[config.mk]
export PLATFORM = sky130hd
export DESIGN_NAME = pwmfr_top
export DESIGN_NICKNAME = d
export VERILOG_FILES = /design/src/hdl/pwmfr_pkg.sv /design/src/hdl/pwmfr_sel_if.sv /design/src/hdl/pwmfr_select.sv /design/src/hdl/pwmfr_top.sv
export SDC_FILE = /design/constraint.sdc
export NUM_CORES = 1
export LEC_CHECK = 0
export ABC_AREA = 1
export BUFFER_PORTS_ARGS = -buffer_cell sky130_fd_sc_hd__buf_2
export CORE_ASPECT_RATIO = 2
export CORE_MARGIN = 2
export CORE_UTILIZATION = 49
export CTS_CLUSTER_DIAMETER = 150
export DETAILED_ROUTE_END_ITERATION = 10
export HOLD_SLACK_MARGIN = 0.03
export PLACE_DENSITY = 0.78
export SKIP_LAST_GASP = 1
export SLEW_MARGIN = 30
export SYNTH_ARGS = -nofsm -noshare
export SYNTH_HDL_FRONTEND = slang
export SYNTH_SLANG_ARGS = --single-unit
[constraint.sdc]
create_clock -name CLK_I -period 2.21 [get_ports CLK_I]
set_input_delay 0.442 -clock CLK_I [delete_from_list [all_inputs] [get_ports CLK_I]]
set_output_delay 0.442 -clock CLK_I [all_outputs]
set_load 0.1 [all_outputs]
[src/hdl/pwmfr_pkg.sv]
// Shared constants and types for the force, reload and clock select block
package pwmfr_pkg;

	// ----------------------------------------------------------------
	// Register bus
	// ----------------------------------------------------------------
	localparam int AXI_ADDR_W = 8;
	localparam int AXI_DATA_W = 32;
	localparam int AXI_STRB_W = 4;
	localparam int BYTE_W = 8;
	localparam logic [1:0] WORD_LSB_ZERO = 2'h0;
	localparam logic [7:0] CONTROL_TWO_REGISTER_OFF = 8'h00;
	localparam logic [7:0] STATUS_OFF = 8'h04;
	localparam logic [1:0] RESP_OKAY = 2'h0;
	localparam logic [1:0] RESP_SLVERR = 2'h2;

	// ----------------------------------------------------------------
	// Source encodings
	// ----------------------------------------------------------------
	typedef enum logic [2:0] {
		FSRC_LOCAL = 3'b000,
		FSRC_MFORCE = 3'b001,
		FSRC_RELOAD = 3'b010,
		FSRC_MRELOAD = 3'b011,
		FSRC_SYNC = 3'b100,
		FSRC_MSYNC = 3'b101,
		FSRC_EXT = 3'b110,
		FSRC_RSVD = 3'b111
	} pwmfr_fsrc_t;

	typedef enum logic [1:0] {
		ISRC_LSYNC = 2'b00,
		ISRC_MRELOAD = 2'b01,
		ISRC_MSYNC = 2'b10,
		ISRC_EXT = 2'b11
	} pwmfr_isrc_t;

	typedef enum logic [1:0] {
		CSRC_BUS = 2'b00,
		CSRC_EXT = 2'b01,
		CSRC_AUX = 2'b10,
		CSRC_RSVD = 2'b11
	} pwmfr_csrc_t;

	typedef enum logic {
		RSRC_LOCAL = 1'b0,
		RSRC_MASTER = 1'b1
	} pwmfr_rsrc_t;

	// ----------------------------------------------------------------
	// Register layouts
	// ----------------------------------------------------------------
	typedef struct packed {
		logic [4:0] upper;
		logic aux_init;
		pwmfr_isrc_t init_sel;
		logic force_init_enable;
		logic force_trigger;
		pwmfr_fsrc_t force_sel;
		pwmfr_rsrc_t reload_sel;
		pwmfr_csrc_t clk_sel;
	} pwmfr_control_two_register_t;

	typedef struct packed {
		logic [12:0] unused;
		logic reload_seen;
		logic init_seen;
		logic force_seen;
	} pwmfr_status_t;

	localparam int REG_W = 16;
	localparam int REG_BYTES = 2;
	localparam logic [15:0] CONTROL_TWO_REGISTER_WMASK = 16'h07bf;
	localparam logic [15:0] CONTROL_TWO_REGISTER_RESET = 16'h0000;
	localparam logic [15:0] STATUS_W1C_MASK = 16'h0007;
	localparam logic [15:0] STATUS_RESET = 16'h0000;
	localparam int MASTER_SUBMODULE = 0;

endpackage : pwmfr_pkg

[src/hdl/pwmfr_sel_if.sv]
// Bundle between the register side and the source selector
`timescale 1ns/1ps
interface pwmfr_sel_if;
	pwmfr_pkg::pwmfr_control_two_register_t ctrl;
	logic sw_force;
	logic local_reload;
	logic local_load_okay_bit;
	logic local_sync;
	logic master_force;
	logic master_reload;
	logic master_sync;
	logic external_force_input;
	logic external_sync_input;
	logic external_clock_input;
	logic aux_clk;
	logic force_trig;
	logic init_trig;
	logic forced_init;
	logic reload_trig;
	logic cnt_tick;

	modport ctl (
		output ctrl, sw_force, local_reload, local_load_okay_bit, local_sync, master_force, master_reload,
		output master_sync, external_force_input, external_sync_input, external_clock_input, aux_clk,
		input force_trig, init_trig, forced_init, reload_trig, cnt_tick
	);
	modport sel (
		input ctrl, sw_force, local_reload, local_load_okay_bit, local_sync, master_force, master_reload,
		input master_sync, external_force_input, external_sync_input, external_clock_input, aux_clk,
		output force_trig, init_trig, forced_init, reload_trig, cnt_tick
	);
endinterface : pwmfr_sel_if

[src/hdl/pwmfr_select.sv]
// Source multiplexers for force, init, reload and counter tick
`timescale 1ns/1ps
module pwmfr_select #(
	parameter int SUB_INDEX = 3
) (
	pwmfr_sel_if.sel sif
);
	// Submodule 0 has no master above it, so master choices read as low
	localparam bit IS_MASTER = (SUB_INDEX == pwmfr_pkg::MASTER_SUBMODULE);

	logic init_src;

	always_comb begin
		sif.force_trig = 1'b0;
		unique case (sif.ctrl.force_sel)
			pwmfr_pkg::FSRC_LOCAL: sif.force_trig = sif.sw_force;
			pwmfr_pkg::FSRC_MFORCE: sif.force_trig = !IS_MASTER && sif.master_force;
			pwmfr_pkg::FSRC_RELOAD: sif.force_trig = sif.local_reload;
			pwmfr_pkg::FSRC_MRELOAD: sif.force_trig = !IS_MASTER && sif.master_reload;
			pwmfr_pkg::FSRC_SYNC: sif.force_trig = sif.local_sync;
			pwmfr_pkg::FSRC_MSYNC: sif.force_trig = !IS_MASTER && sif.master_sync;
			pwmfr_pkg::FSRC_EXT: sif.force_trig = sif.external_force_input;
			pwmfr_pkg::FSRC_RSVD: sif.force_trig = 1'b0;
		endcase

		init_src = 1'b0;
		unique case (sif.ctrl.init_sel)
			pwmfr_pkg::ISRC_LSYNC: init_src = sif.local_sync;
			pwmfr_pkg::ISRC_MRELOAD: init_src = !IS_MASTER && sif.master_reload;
			pwmfr_pkg::ISRC_MSYNC: init_src = !IS_MASTER && sif.master_sync;
			pwmfr_pkg::ISRC_EXT: init_src = sif.external_sync_input;
		endcase
		// Force-driven init bypasses the init source choice
		sif.forced_init = sif.ctrl.force_init_enable && sif.force_trig;
		sif.init_trig = init_src || sif.forced_init;

		sif.reload_trig = 1'b0;
		unique case (sif.ctrl.reload_sel)
			pwmfr_pkg::RSRC_LOCAL: sif.reload_trig = sif.local_reload && sif.local_load_okay_bit;
			pwmfr_pkg::RSRC_MASTER: sif.reload_trig = !IS_MASTER && sif.master_reload;
		endcase

		sif.cnt_tick = 1'b0;
		unique case (sif.ctrl.clk_sel)
			pwmfr_pkg::CSRC_BUS: sif.cnt_tick = 1'b1;
			pwmfr_pkg::CSRC_EXT: sif.cnt_tick = sif.external_clock_input;
			pwmfr_pkg::CSRC_AUX: sif.cnt_tick = !IS_MASTER && sif.aux_clk;
			pwmfr_pkg::CSRC_RSVD: sif.cnt_tick = 1'b0;
		endcase
	end
endmodule : pwmfr_select

[src/hdl/pwmfr_top.sv]
// Force trigger, init, reload and clock source control with AXI4-Lite registers
//
// Behaviour
// - Force event loads counter only while force-init enable is set.
// - Source 000: writing 1 to force trigger bit makes a force event.
// - Force event drives outputs A and B to externally chosen force values.
// - Forced init loads counter with initial count register contents.
// - Source 001 uses submodule 0 master force as trigger.
// - Source 010 uses local reload, 100 uses local sync.
// - Source 101 uses submodule 0 master sync.
// - Source 110 uses external force input; 111 reserved, gives nothing.
// - In submodule 0, master force sources hold force output low.
// - Reload select 0 picks local reload, 1 picks master reload.
// - With master reload, local load-okay is ignored; software uses submodule 0's.
// - Submodule 0 selecting master reload keeps reload low.
// - Clock select: 00 bus clock, 01 external clock, 10 aux clock, 11 reserved.
// - Submodule 0 selecting aux clock holds its counter clock low.
// - Init select: 00 local sync, 01 master reload, 10 master sync, 11 external sync.
// - Forced init drives auxiliary output to its configured initial value.
//
// Design decisions made here: the register offsets and the AXI4-Lite slave port.
`timescale 1ns/1ps
module pwmfr_top #(
	parameter int SUB_INDEX = 3
) (
	input wire logic CLK_I,
	input wire logic RESETN_I,
	input wire logic AWVALID_I,
	output logic AWREADY_O,
	input wire logic [pwmfr_pkg::AXI_ADDR_W-1:0] AWADDR_I,
	input wire logic WVALID_I,
	output logic WREADY_O,
	input wire logic [pwmfr_pkg::AXI_DATA_W-1:0] WDATA_I,
	input wire logic [pwmfr_pkg::AXI_STRB_W-1:0] WSTRB_I,
	output logic BVALID_O,
	input wire logic BREADY_I,
	output logic [1:0] BRESP_O,
	input wire logic ARVALID_I,
	output logic ARREADY_O,
	input wire logic [pwmfr_pkg::AXI_ADDR_W-1:0] ARADDR_I,
	output logic RVALID_O,
	input wire logic RREADY_I,
	output logic [pwmfr_pkg::AXI_DATA_W-1:0] RDATA_O,
	output logic [1:0] RRESP_O,
	input wire logic LOCAL_RELOAD_I,
	input wire logic LOAD_OKAY_BIT_I,
	input wire logic LOCAL_SYNC_I,
	input wire logic MASTER_FORCE_I,
	input wire logic MASTER_RELOAD_I,
	input wire logic MASTER_SYNC_I,
	input wire logic EXTERNAL_FORCE_INPUT_I,
	input wire logic EXTERNAL_SYNC_INPUT_I,
	input wire logic EXTERNAL_CLOCK_INPUT_I,
	input wire logic AUX_CLK_I,
	input wire logic OUTPUT_A_FORCE_SOURCE_I,
	input wire logic OUTPUT_B_FORCE_SOURCE_I,
	output logic FORCE_OUT_O,
	output logic INIT_LOAD_O,
	output logic RELOAD_O,
	output logic CNT_TICK_O,
	output logic OUTPUT_A_O,
	output logic OUTPUT_B_O,
	output logic AUXILIARY_OUTPUT_O
);
	// ----------------------------------------------------------------
	// State
	// ----------------------------------------------------------------
	typedef struct packed {
		logic aw_got;
		logic [pwmfr_pkg::AXI_ADDR_W-1:0] aw_addr;
		logic w_got;
		logic [pwmfr_pkg::AXI_DATA_W-1:0] wdata;
		logic [pwmfr_pkg::AXI_STRB_W-1:0] wstrb;
		logic awready;
		logic wready;
		logic bvalid;
		logic [1:0] bresp;
		logic arready;
		logic rvalid;
		logic [pwmfr_pkg::AXI_DATA_W-1:0] rdata;
		logic [1:0] rresp;
		pwmfr_pkg::pwmfr_control_two_register_t ctrl;
		pwmfr_pkg::pwmfr_status_t status;
		logic sw_force;
		logic force_out;
		logic init_load;
		logic reload;
		logic cnt_tick;
		logic out_a;
		logic out_b;
		logic aux_out;
	} pwmfr_top_state_t;

	pwmfr_top_state_t s;
	pwmfr_top_state_t next_s;
	logic rst_meta;
	logic rst_n;
	pwmfr_pkg::pwmfr_control_two_register_t rd_ctl;

	pwmfr_sel_if sif ();

	pwmfr_select #(
		.SUB_INDEX(SUB_INDEX)
	) u_select (
		.sif(sif.sel)
	);

	assign sif.ctrl = s.ctrl;
	assign sif.sw_force = s.sw_force;
	assign sif.local_reload = LOCAL_RELOAD_I;
	assign sif.local_load_okay_bit = LOAD_OKAY_BIT_I;
	assign sif.local_sync = LOCAL_SYNC_I;
	assign sif.master_force = MASTER_FORCE_I;
	assign sif.master_reload = MASTER_RELOAD_I;
	assign sif.master_sync = MASTER_SYNC_I;
	assign sif.external_force_input = EXTERNAL_FORCE_INPUT_I;
	assign sif.external_sync_input = EXTERNAL_SYNC_INPUT_I;
	assign sif.external_clock_input = EXTERNAL_CLOCK_INPUT_I;
	assign sif.aux_clk = AUX_CLK_I;

	// ----------------------------------------------------------------
	// Reset release
	// ----------------------------------------------------------------
	// Asserted at once, released only after two clean edges
	always_ff @(posedge CLK_I or negedge RESETN_I) begin
		if (!RESETN_I) begin
			rst_meta <= 1'b0;
			rst_n <= 1'b0;
		end else begin
			rst_meta <= 1'b1;
			rst_n <= rst_meta;
		end
	end

	// ----------------------------------------------------------------
	// Next state
	// ----------------------------------------------------------------
	always_comb begin
		logic [pwmfr_pkg::REG_W-1:0] word;
		logic [pwmfr_pkg::AXI_ADDR_W-1:0] waddr;
		logic [pwmfr_pkg::AXI_ADDR_W-1:0] raddr;
		logic [pwmfr_pkg::REG_W-1:0] clr;
		pwmfr_pkg::pwmfr_control_two_register_t wctl;
		word = '0;
		waddr = '0;
		raddr = '0;
		clr = '0;
		wctl = '0;
		next_s = s;
		next_s.sw_force = 1'b0;

		if (AWVALID_I && s.awready) begin
			next_s.aw_got = 1'b1;
			next_s.aw_addr = AWADDR_I;
		end
		if (WVALID_I && s.wready) begin
			next_s.w_got = 1'b1;
			next_s.wdata = WDATA_I;
			next_s.wstrb = WSTRB_I;
		end
		if (s.bvalid && BREADY_I) begin
			next_s.bvalid = 1'b0;
		end

		// Write commits once both halves are held and no answer is pending
		if (next_s.aw_got && next_s.w_got && !s.bvalid) begin
			next_s.aw_got = 1'b0;
			next_s.w_got = 1'b0;
			next_s.bvalid = 1'b1;
			next_s.bresp = pwmfr_pkg::RESP_OKAY;
			waddr = {next_s.aw_addr[pwmfr_pkg::AXI_ADDR_W-1:2], pwmfr_pkg::WORD_LSB_ZERO};
			if (waddr == pwmfr_pkg::CONTROL_TWO_REGISTER_OFF) begin
				word = s.ctrl;
				for (int b = 0; b < pwmfr_pkg::REG_BYTES; b++) begin
					if (next_s.wstrb[b]) begin
						word[b*pwmfr_pkg::BYTE_W +: pwmfr_pkg::BYTE_W] =
							next_s.wdata[b*pwmfr_pkg::BYTE_W +: pwmfr_pkg::BYTE_W];
					end
				end
				// Trigger bit is not stored, only strobed against the new select value
				wctl = word;
				next_s.sw_force = wctl.force_trigger && next_s.wstrb[0];
				next_s.ctrl = pwmfr_pkg::pwmfr_control_two_register_t'(word & pwmfr_pkg::CONTROL_TWO_REGISTER_WMASK);
			end else if (waddr == pwmfr_pkg::STATUS_OFF) begin
				for (int b = 0; b < pwmfr_pkg::REG_BYTES; b++) begin
					if (next_s.wstrb[b]) begin
						clr[b*pwmfr_pkg::BYTE_W +: pwmfr_pkg::BYTE_W] =
							next_s.wdata[b*pwmfr_pkg::BYTE_W +: pwmfr_pkg::BYTE_W];
					end
				end
				next_s.status = pwmfr_pkg::pwmfr_status_t'(s.status & ~(clr & pwmfr_pkg::STATUS_W1C_MASK));
			end else begin
				next_s.bresp = pwmfr_pkg::RESP_SLVERR;
			end
		end
		next_s.awready = !next_s.aw_got && !next_s.bvalid;
		next_s.wready = !next_s.w_got && !next_s.bvalid;

		if (s.rvalid && RREADY_I) begin
			next_s.rvalid = 1'b0;
		end
		if (ARVALID_I && s.arready) begin
			next_s.rvalid = 1'b1;
			next_s.rresp = pwmfr_pkg::RESP_OKAY;
			next_s.rdata = '0;
			raddr = {ARADDR_I[pwmfr_pkg::AXI_ADDR_W-1:2], pwmfr_pkg::WORD_LSB_ZERO};
			if (raddr == pwmfr_pkg::CONTROL_TWO_REGISTER_OFF) begin
				next_s.rdata[pwmfr_pkg::REG_W-1:0] = s.ctrl;
			end else if (raddr == pwmfr_pkg::STATUS_OFF) begin
				next_s.rdata[pwmfr_pkg::REG_W-1:0] = s.status;
			end else begin
				next_s.rresp = pwmfr_pkg::RESP_SLVERR;
			end
		end
		next_s.arready = !next_s.rvalid;

		// Set beats clear in the same cycle
		if (sif.force_trig) next_s.status.force_seen = 1'b1;
		if (sif.init_trig) next_s.status.init_seen = 1'b1;
		if (sif.reload_trig) next_s.status.reload_seen = 1'b1;

		next_s.force_out = sif.force_trig;
		next_s.init_load = sif.init_trig;
		next_s.reload = sif.reload_trig;
		next_s.cnt_tick = sif.cnt_tick;
		if (sif.force_trig) begin
			next_s.out_a = OUTPUT_A_FORCE_SOURCE_I;
			next_s.out_b = OUTPUT_B_FORCE_SOURCE_I;
		end
		if (sif.forced_init) begin
			next_s.aux_out = s.ctrl.aux_init;
		end
	end

	always_ff @(posedge CLK_I or negedge rst_n) begin
		if (!rst_n) begin
			s <= '0;
			s.ctrl <= pwmfr_pkg::pwmfr_control_two_register_t'(pwmfr_pkg::CONTROL_TWO_REGISTER_RESET);
			s.status <= pwmfr_pkg::pwmfr_status_t'(pwmfr_pkg::STATUS_RESET);
		end else begin
			s <= next_s;
		end
	end

	assign AWREADY_O = s.awready;
	assign WREADY_O = s.wready;
	assign BVALID_O = s.bvalid;
	assign BRESP_O = s.bresp;
	assign ARREADY_O = s.arready;
	assign RVALID_O = s.rvalid;
	assign RDATA_O = s.rdata;
	assign RRESP_O = s.rresp;
	assign FORCE_OUT_O = s.force_out;
	assign INIT_LOAD_O = s.init_load;
	assign RELOAD_O = s.reload;
	assign CNT_TICK_O = s.cnt_tick;
	assign OUTPUT_A_O = s.out_a;
	assign OUTPUT_B_O = s.out_b;
	assign AUXILIARY_OUTPUT_O = s.aux_out;

	// Read data viewed through the control layout to find the trigger bit
	assign rd_ctl = RDATA_O[pwmfr_pkg::REG_W-1:0];
endmodule : pwmfr_top

# Word-level counts from Yosys, hierarchy flattened
# Cells that the tools add are included.
# op_classes
mux	32
eq_ne	19
reduce_logical	35
bitwise_logic	4
# ops
op	count
$mux W37	1
$mux W35	1
$mux W16	2
$mux W8	3
$mux W3	7
$reduce_and A3 Y1	6
$and A16 B16 Y16	1
$not A3 Y16	1
$eq A3 B3 Y1 const B	4
$eq A6 B1 Y1 const B	2
$logic_and A1 B1 Y1	12
$logic_not A6 Y1	2
$reduce_bool A2 Y1	6
$mux W9	1
$eq A2 B2 Y1 const B	4
$mux W1	8
$mux W2	4
$pmux W1 S4	2
$pmux W1 S8	1
$eq A3 B2 Y1 const B	2
$ne A2 B2 Y1 const B	3
$logic_not A1 Y1	5
$eq A2 B1 Y1 const B	2
$logic_not A2 Y1	2
7 further kinds	8
# totals
output_inout_bits	48
reg_bits	107
elab_cells	126
inputBits	71

# Depth between registers and ports, before layout
# depth
word_depth	12
depth_mapped	10
mapped_depth_nobuf	8

# By module
# Synthesis repeated with hierarchy kept, for this count alone.
# hier_totals
hier_cells	358
area_unflattened_um2	3091.7
# modules_own_cells
mod	seq_area_each_um2	area_per_inst_um2	cells_per_inst	instances
pwmfr_top	1526.5	2911.5	318	1
pwmfr_select	0.0	180.2	40	1

# Least setup slack after synthesis
# OpenSTA, ideal clock, no wires.
# synth_timing
path_type	register to register
start	reg s (netlist bit WREADY_O)
end	reg, netlist name s[24]
setup_ns	0.117
required_time_ns	2.093
arrival_ns	1.895
slack_ns	0.198
n_path_buf	1
path_stages_with_launch	9
synth_period_minus_slack_ns	2.012
cell_sequence	dfrtp_1 nand2_1 buf_2 nand2_1 o21ai_0 inv_2 nand4_4 nand2_1 nand2_1
# synth_rtl
item	line	text
from (decl)	pwmfr_top.sv:94	pwmfr_top_state_t s;
from (signal assigned)	pwmfr_top.sv:241	s <= next_s;

# Worst setup path after layout
# layout_timing
start	reg s (netlist bit AWREADY_O)
end	out AWREADY_O
# layout_rtl
item	line	text
to (decl)	pwmfr_top.sv:29	output logic AWREADY_O,
# No word-level cell between the ends.

==> qor.yml <==
logic_synthesis:
  seq_area_frac_synth_pct: 49.69
  synth_cell_types: 26
  synth_mux_area_share_pct: 0
  combinational_family_with_the_most_area_after_synthesis: "simple AND/OR/NAND/NOR gates"
  syn_avg_cell_area_um2: 8.509
  synthCells: 361
  post_synth_fa_ha_maj_area_fraction_pct: 0
  synth_simple_gate_area_share_pct: 28.11
  synth-compound-area-share_pct: 5.132
  synth_xor_area_share_pct: 0
  ys.warnings.count: 0
  synth-seq-cells: 61
  post_synth_instance_area_um2: 3072
routing:
  firstDrtPassIters: 4
  antenna_left: 0
  vias: 2323
  initialDrtViolationCount: 75
  totalWireLength_um: 5742
  avgViaCountPerCell: 4.537
  routed_wire_length_per_instance_um: 11.21
  drc_errors: 0
timing:
  relSlewSlack_pct: 56.67
  post-route-min-period_ps: 1790
  final_hold_viol_count: 0
  finalSetupViolations: 0
  setup_total_negative_slack_ps: 0
  grt_setup_unrepaired: "false"
  worst_clock_skew_ps: 5.215
  achievable-frequency_ghz: 0.5588
  hold-worst-slack_ps: 291.4
  final_clock_period_utilization_by_the_worst_path_pct: 80.98
  finalMaxSlewViolations: 0
  tightestPinTransition_ps: 650.0
power_and_ir_drop:
  power_report.internal_total_w: 0.003016
  power-per-cell-area_nw_per_um2: 1429
  seqPwrFrac_pct: 31.0
  clockPowerShare_pct: 30.5
  sw_share_pct: 42.32
  leakage_nw: 2.050
  peakVddDrop_mv: 0.9628
  total_switching_power_w: 0.002214
  power.share.combinational_pct: 38.5
min_path:
  worst_hold_path_type: "flop to asynchronous set/reset pin"
die:
  die-width_um: 59.99
  die-area_um2: 6956
  io-pin-count: 119
  initial_utilization_pct: 50.72
  row_count: 40
  core_area_um2: 6056
  fp.dieH_um: 116.0
worst_setup_path:
  startpoint: "AWREADY_O"
  critical_path_rt_ps: 1770
  worstPathMaxFanout: 10
  cp_slowest_cell: "sky130_fd_sc_hd__dfrtp_1"
  arrival_ps: 1350
  timing.critical_path.cells: "buf_2"
  timing.rr.start: "AWREADY_O"
  crit_family: "flip-flops"
  end_kind: "output pin"
  worst_path_buf_inv: 1
  worst_setup_path_start_kind: "flop"
  worstSetupPathType: "flop to output pin"
  cpPeakStageDelay_ps: 530
grt:
  grt_first_pass_wirelength_um: 9729
  final_global_route_overflow_total: 0
  grt_antenna_before_repair: 0
  grt_start_max_net_pins: 33
  grt_pass1_vias: 2302
  globalRouteTotalUtil_pct: 18.70
cells_and_area:
  finish.cell_count_without_fillers: 512
  layout-drive-gt1-share_pct: 26.87
  finish.net_count: 494
  final_core_util_pct: 60.45
  area.growth.synth_to_final_pct: 19.19
  antennaDiodeCount: 0
run:
  drv.max_cap_violation_count: 0
placed_design:
  hpwlAfterDp_um: 4501
  port_buffers: 67
  placedCellCount: 495
  gp_routability_congestion: 0.7842
clocking:
  cts-root-to-sink-buffers: 2
  cts_buffers: 9
  number_of_sinks_driven_by_the_clock_tree: 61
  tritoncts_clock_tree: "done"
  worstSkewPairLatency_ps: 320
  clk_pin_slew_ps: 50
  cts_setup_buffers: 0
  cts_htree_levels: 3
  root_buffer: "sky130_fd_sc_hd__clkbuf_16"
run_status:
  status: "finished clean"
==> registers in the layout (all words and copies together), names as in the netlist <==
signal              flops
rst_n                   1
FORCE_OUT_O             1
INIT_LOAD_O             1
RRESP_O                 1
OUTPUT_B_O              1
AUXILIARY_OUTPUT_O      1
rst_meta                1
CNT_TICK_O              1
RDATA_O                10
BRESP_O                 1
RELOAD_O                1
BVALID_O                1
WREADY_O                1
sif.sw_force            1
RVALID_O                1
ARREADY_O               1
s                      34
OUTPUT_A_O              1
AWREADY_O               1
==> cell usage in the layout (no fill, tap or decap) <==
| cell | instances |
|---|---|
| sky130_fd_sc_hd__a21oi_1 | 4 |
| sky130_fd_sc_hd__or2_2 | 4 |
| sky130_fd_sc_hd__buf_4 | 1 |
| sky130_fd_sc_hd__clkbuf_16 | 9 |
| sky130_fd_sc_hd__o21ai_1 | 4 |
| sky130_fd_sc_hd__buf_2 | 67 |
| sky130_fd_sc_hd__dfrtp_1 | 60 |
| sky130_fd_sc_hd__nand2_1 | 98 |
| sky130_fd_sc_hd__nor2_8 | 2 |
| sky130_fd_sc_hd__conb_1 | 25 |
| sky130_fd_sc_hd__nor2_4 | 2 |
| sky130_fd_sc_hd__bufinv_16 | 3 |
| sky130_fd_sc_hd__nor2_2 | 1 |
| sky130_fd_sc_hd__o21ai_0 | 22 |
| sky130_fd_sc_hd__nor3_1 | 2 |
| sky130_fd_sc_hd__nand2_4 | 6 |
| sky130_fd_sc_hd__nand4_4 | 1 |
| sky130_fd_sc_hd__nand3_2 | 2 |
| sky130_fd_sc_hd__o211ai_1 | 1 |
| sky130_fd_sc_hd__clkbuf_1 | 2 |
| sky130_fd_sc_hd__and2_1 | 3 |
| sky130_fd_sc_hd__buf_12 | 1 |
| sky130_fd_sc_hd__nand2_2 | 11 |
| sky130_fd_sc_hd__nand4_1 | 10 |
| sky130_fd_sc_hd__clkinv_2 | 1 |
| sky130_fd_sc_hd__clkbuf_8 | 1 |
| sky130_fd_sc_hd__nand3_1 | 16 |
| sky130_fd_sc_hd__dfrtp_2 | 1 |
| sky130_fd_sc_hd__dlygate4sd3_1 | 1 |
| sky130_fd_sc_hd__inv_1 | 51 |
| sky130_fd_sc_hd__nor2_1 | 14 |
| sky130_fd_sc_hd__inv_2 | 2 |
==> power by group through the flow <==
stage / clock [W] / combinational, W / sequential, W
5_1_grt: 0.00167 / 0.00222 / 0.00166
3_5_place_dp: 0 / 0.00202 / 0.00164
4_1_cts: 0.00163 / 0.00203 / 0.00162
6_report: 0.00160 / 0.00201 / 0.00162
2_1_floorplan: 0 / 0.00128 / 0.00210
3_3_place_gp: 0 / 0.00198 / 0.00162
==> per-layer routing <==
metal / vias up / global-route usage (%) / routed length (um)
met4: 0 / 9.778 / 156
met1: 1067 / 19.15 / 2170
met2: 68 / 33.33 / 3151
met3: 12 / 4.799 / 263
met5: - / 0 / 0
li1: 1176 / - / -
==> cell usage after synthesis, drive strengths merged <==
cell type / instances / share of area, %
a21oi: 4 / 0.65
and2: 3 / 0.61
buf: 41 / 10
clkbuf: 1 / 0.12
conb: 2 / 0.24
dfrtp: 61 / 50
inv: 53 / 6.5
nand2: 115 / 16
nand3: 18 / 3.3
nand4: 11 / 2.7
nor2: 19 / 4.0
nor3: 2 / 0.33
o211ai: 1 / 0.24
o21ai: 26 / 4.2
or2: 4 / 0.81
==> area by class of cell <==
cell class	instances	area, um^2
well taps	84	105.1
inverters	53	198.9
clock inverters	4	95.09
multi-input cells	228	1115
fillers	536	2395
clock buffers	12	246.5
repair buffers	70	372.9
flip-flops and latches	61	1528
==> path summary, 6_finish.rpt <==
check	endpoint	slack, ps	depth (start not counted)
max	AWREADY_O	420	1
min	OUTPUT_B_O	290	0
max reg2reg	s[25]	570	8
min reg2reg	OUTPUT_B_O	290	0
max in group asynchronous	CNT_TICK_O	1330	1
min in group CLK_I	OUTPUT_B_O	320	3
==> through the flow <==
step,area [um^2],worst slack (ps),total power [W]
2_1_floorplan,3158,198.1,0.003382
3_3_place_gp,3309,508.1,0.003606
3_5_place_dp,3309,493.5,0.003660
4_1_cts,3661,411.3,0.005280
5_1_grt,3661,375.3,0.005540
6_report,3661,420.4,0.005230
==> timing repair <==
action	in CTS	in global routing
resized for setup	0	0
hold endpoints to repair	2	0
setup endpoints to repair	0	0
hold buffers	1	0
==> logic make-up after synthesis <==
logic type | count (synthesis)
simple gates | 172
buf+inv | 95
flops | 61
compound gates | 31
other cells | 2
Note: power is estimated with default switching activity, not from simulation.
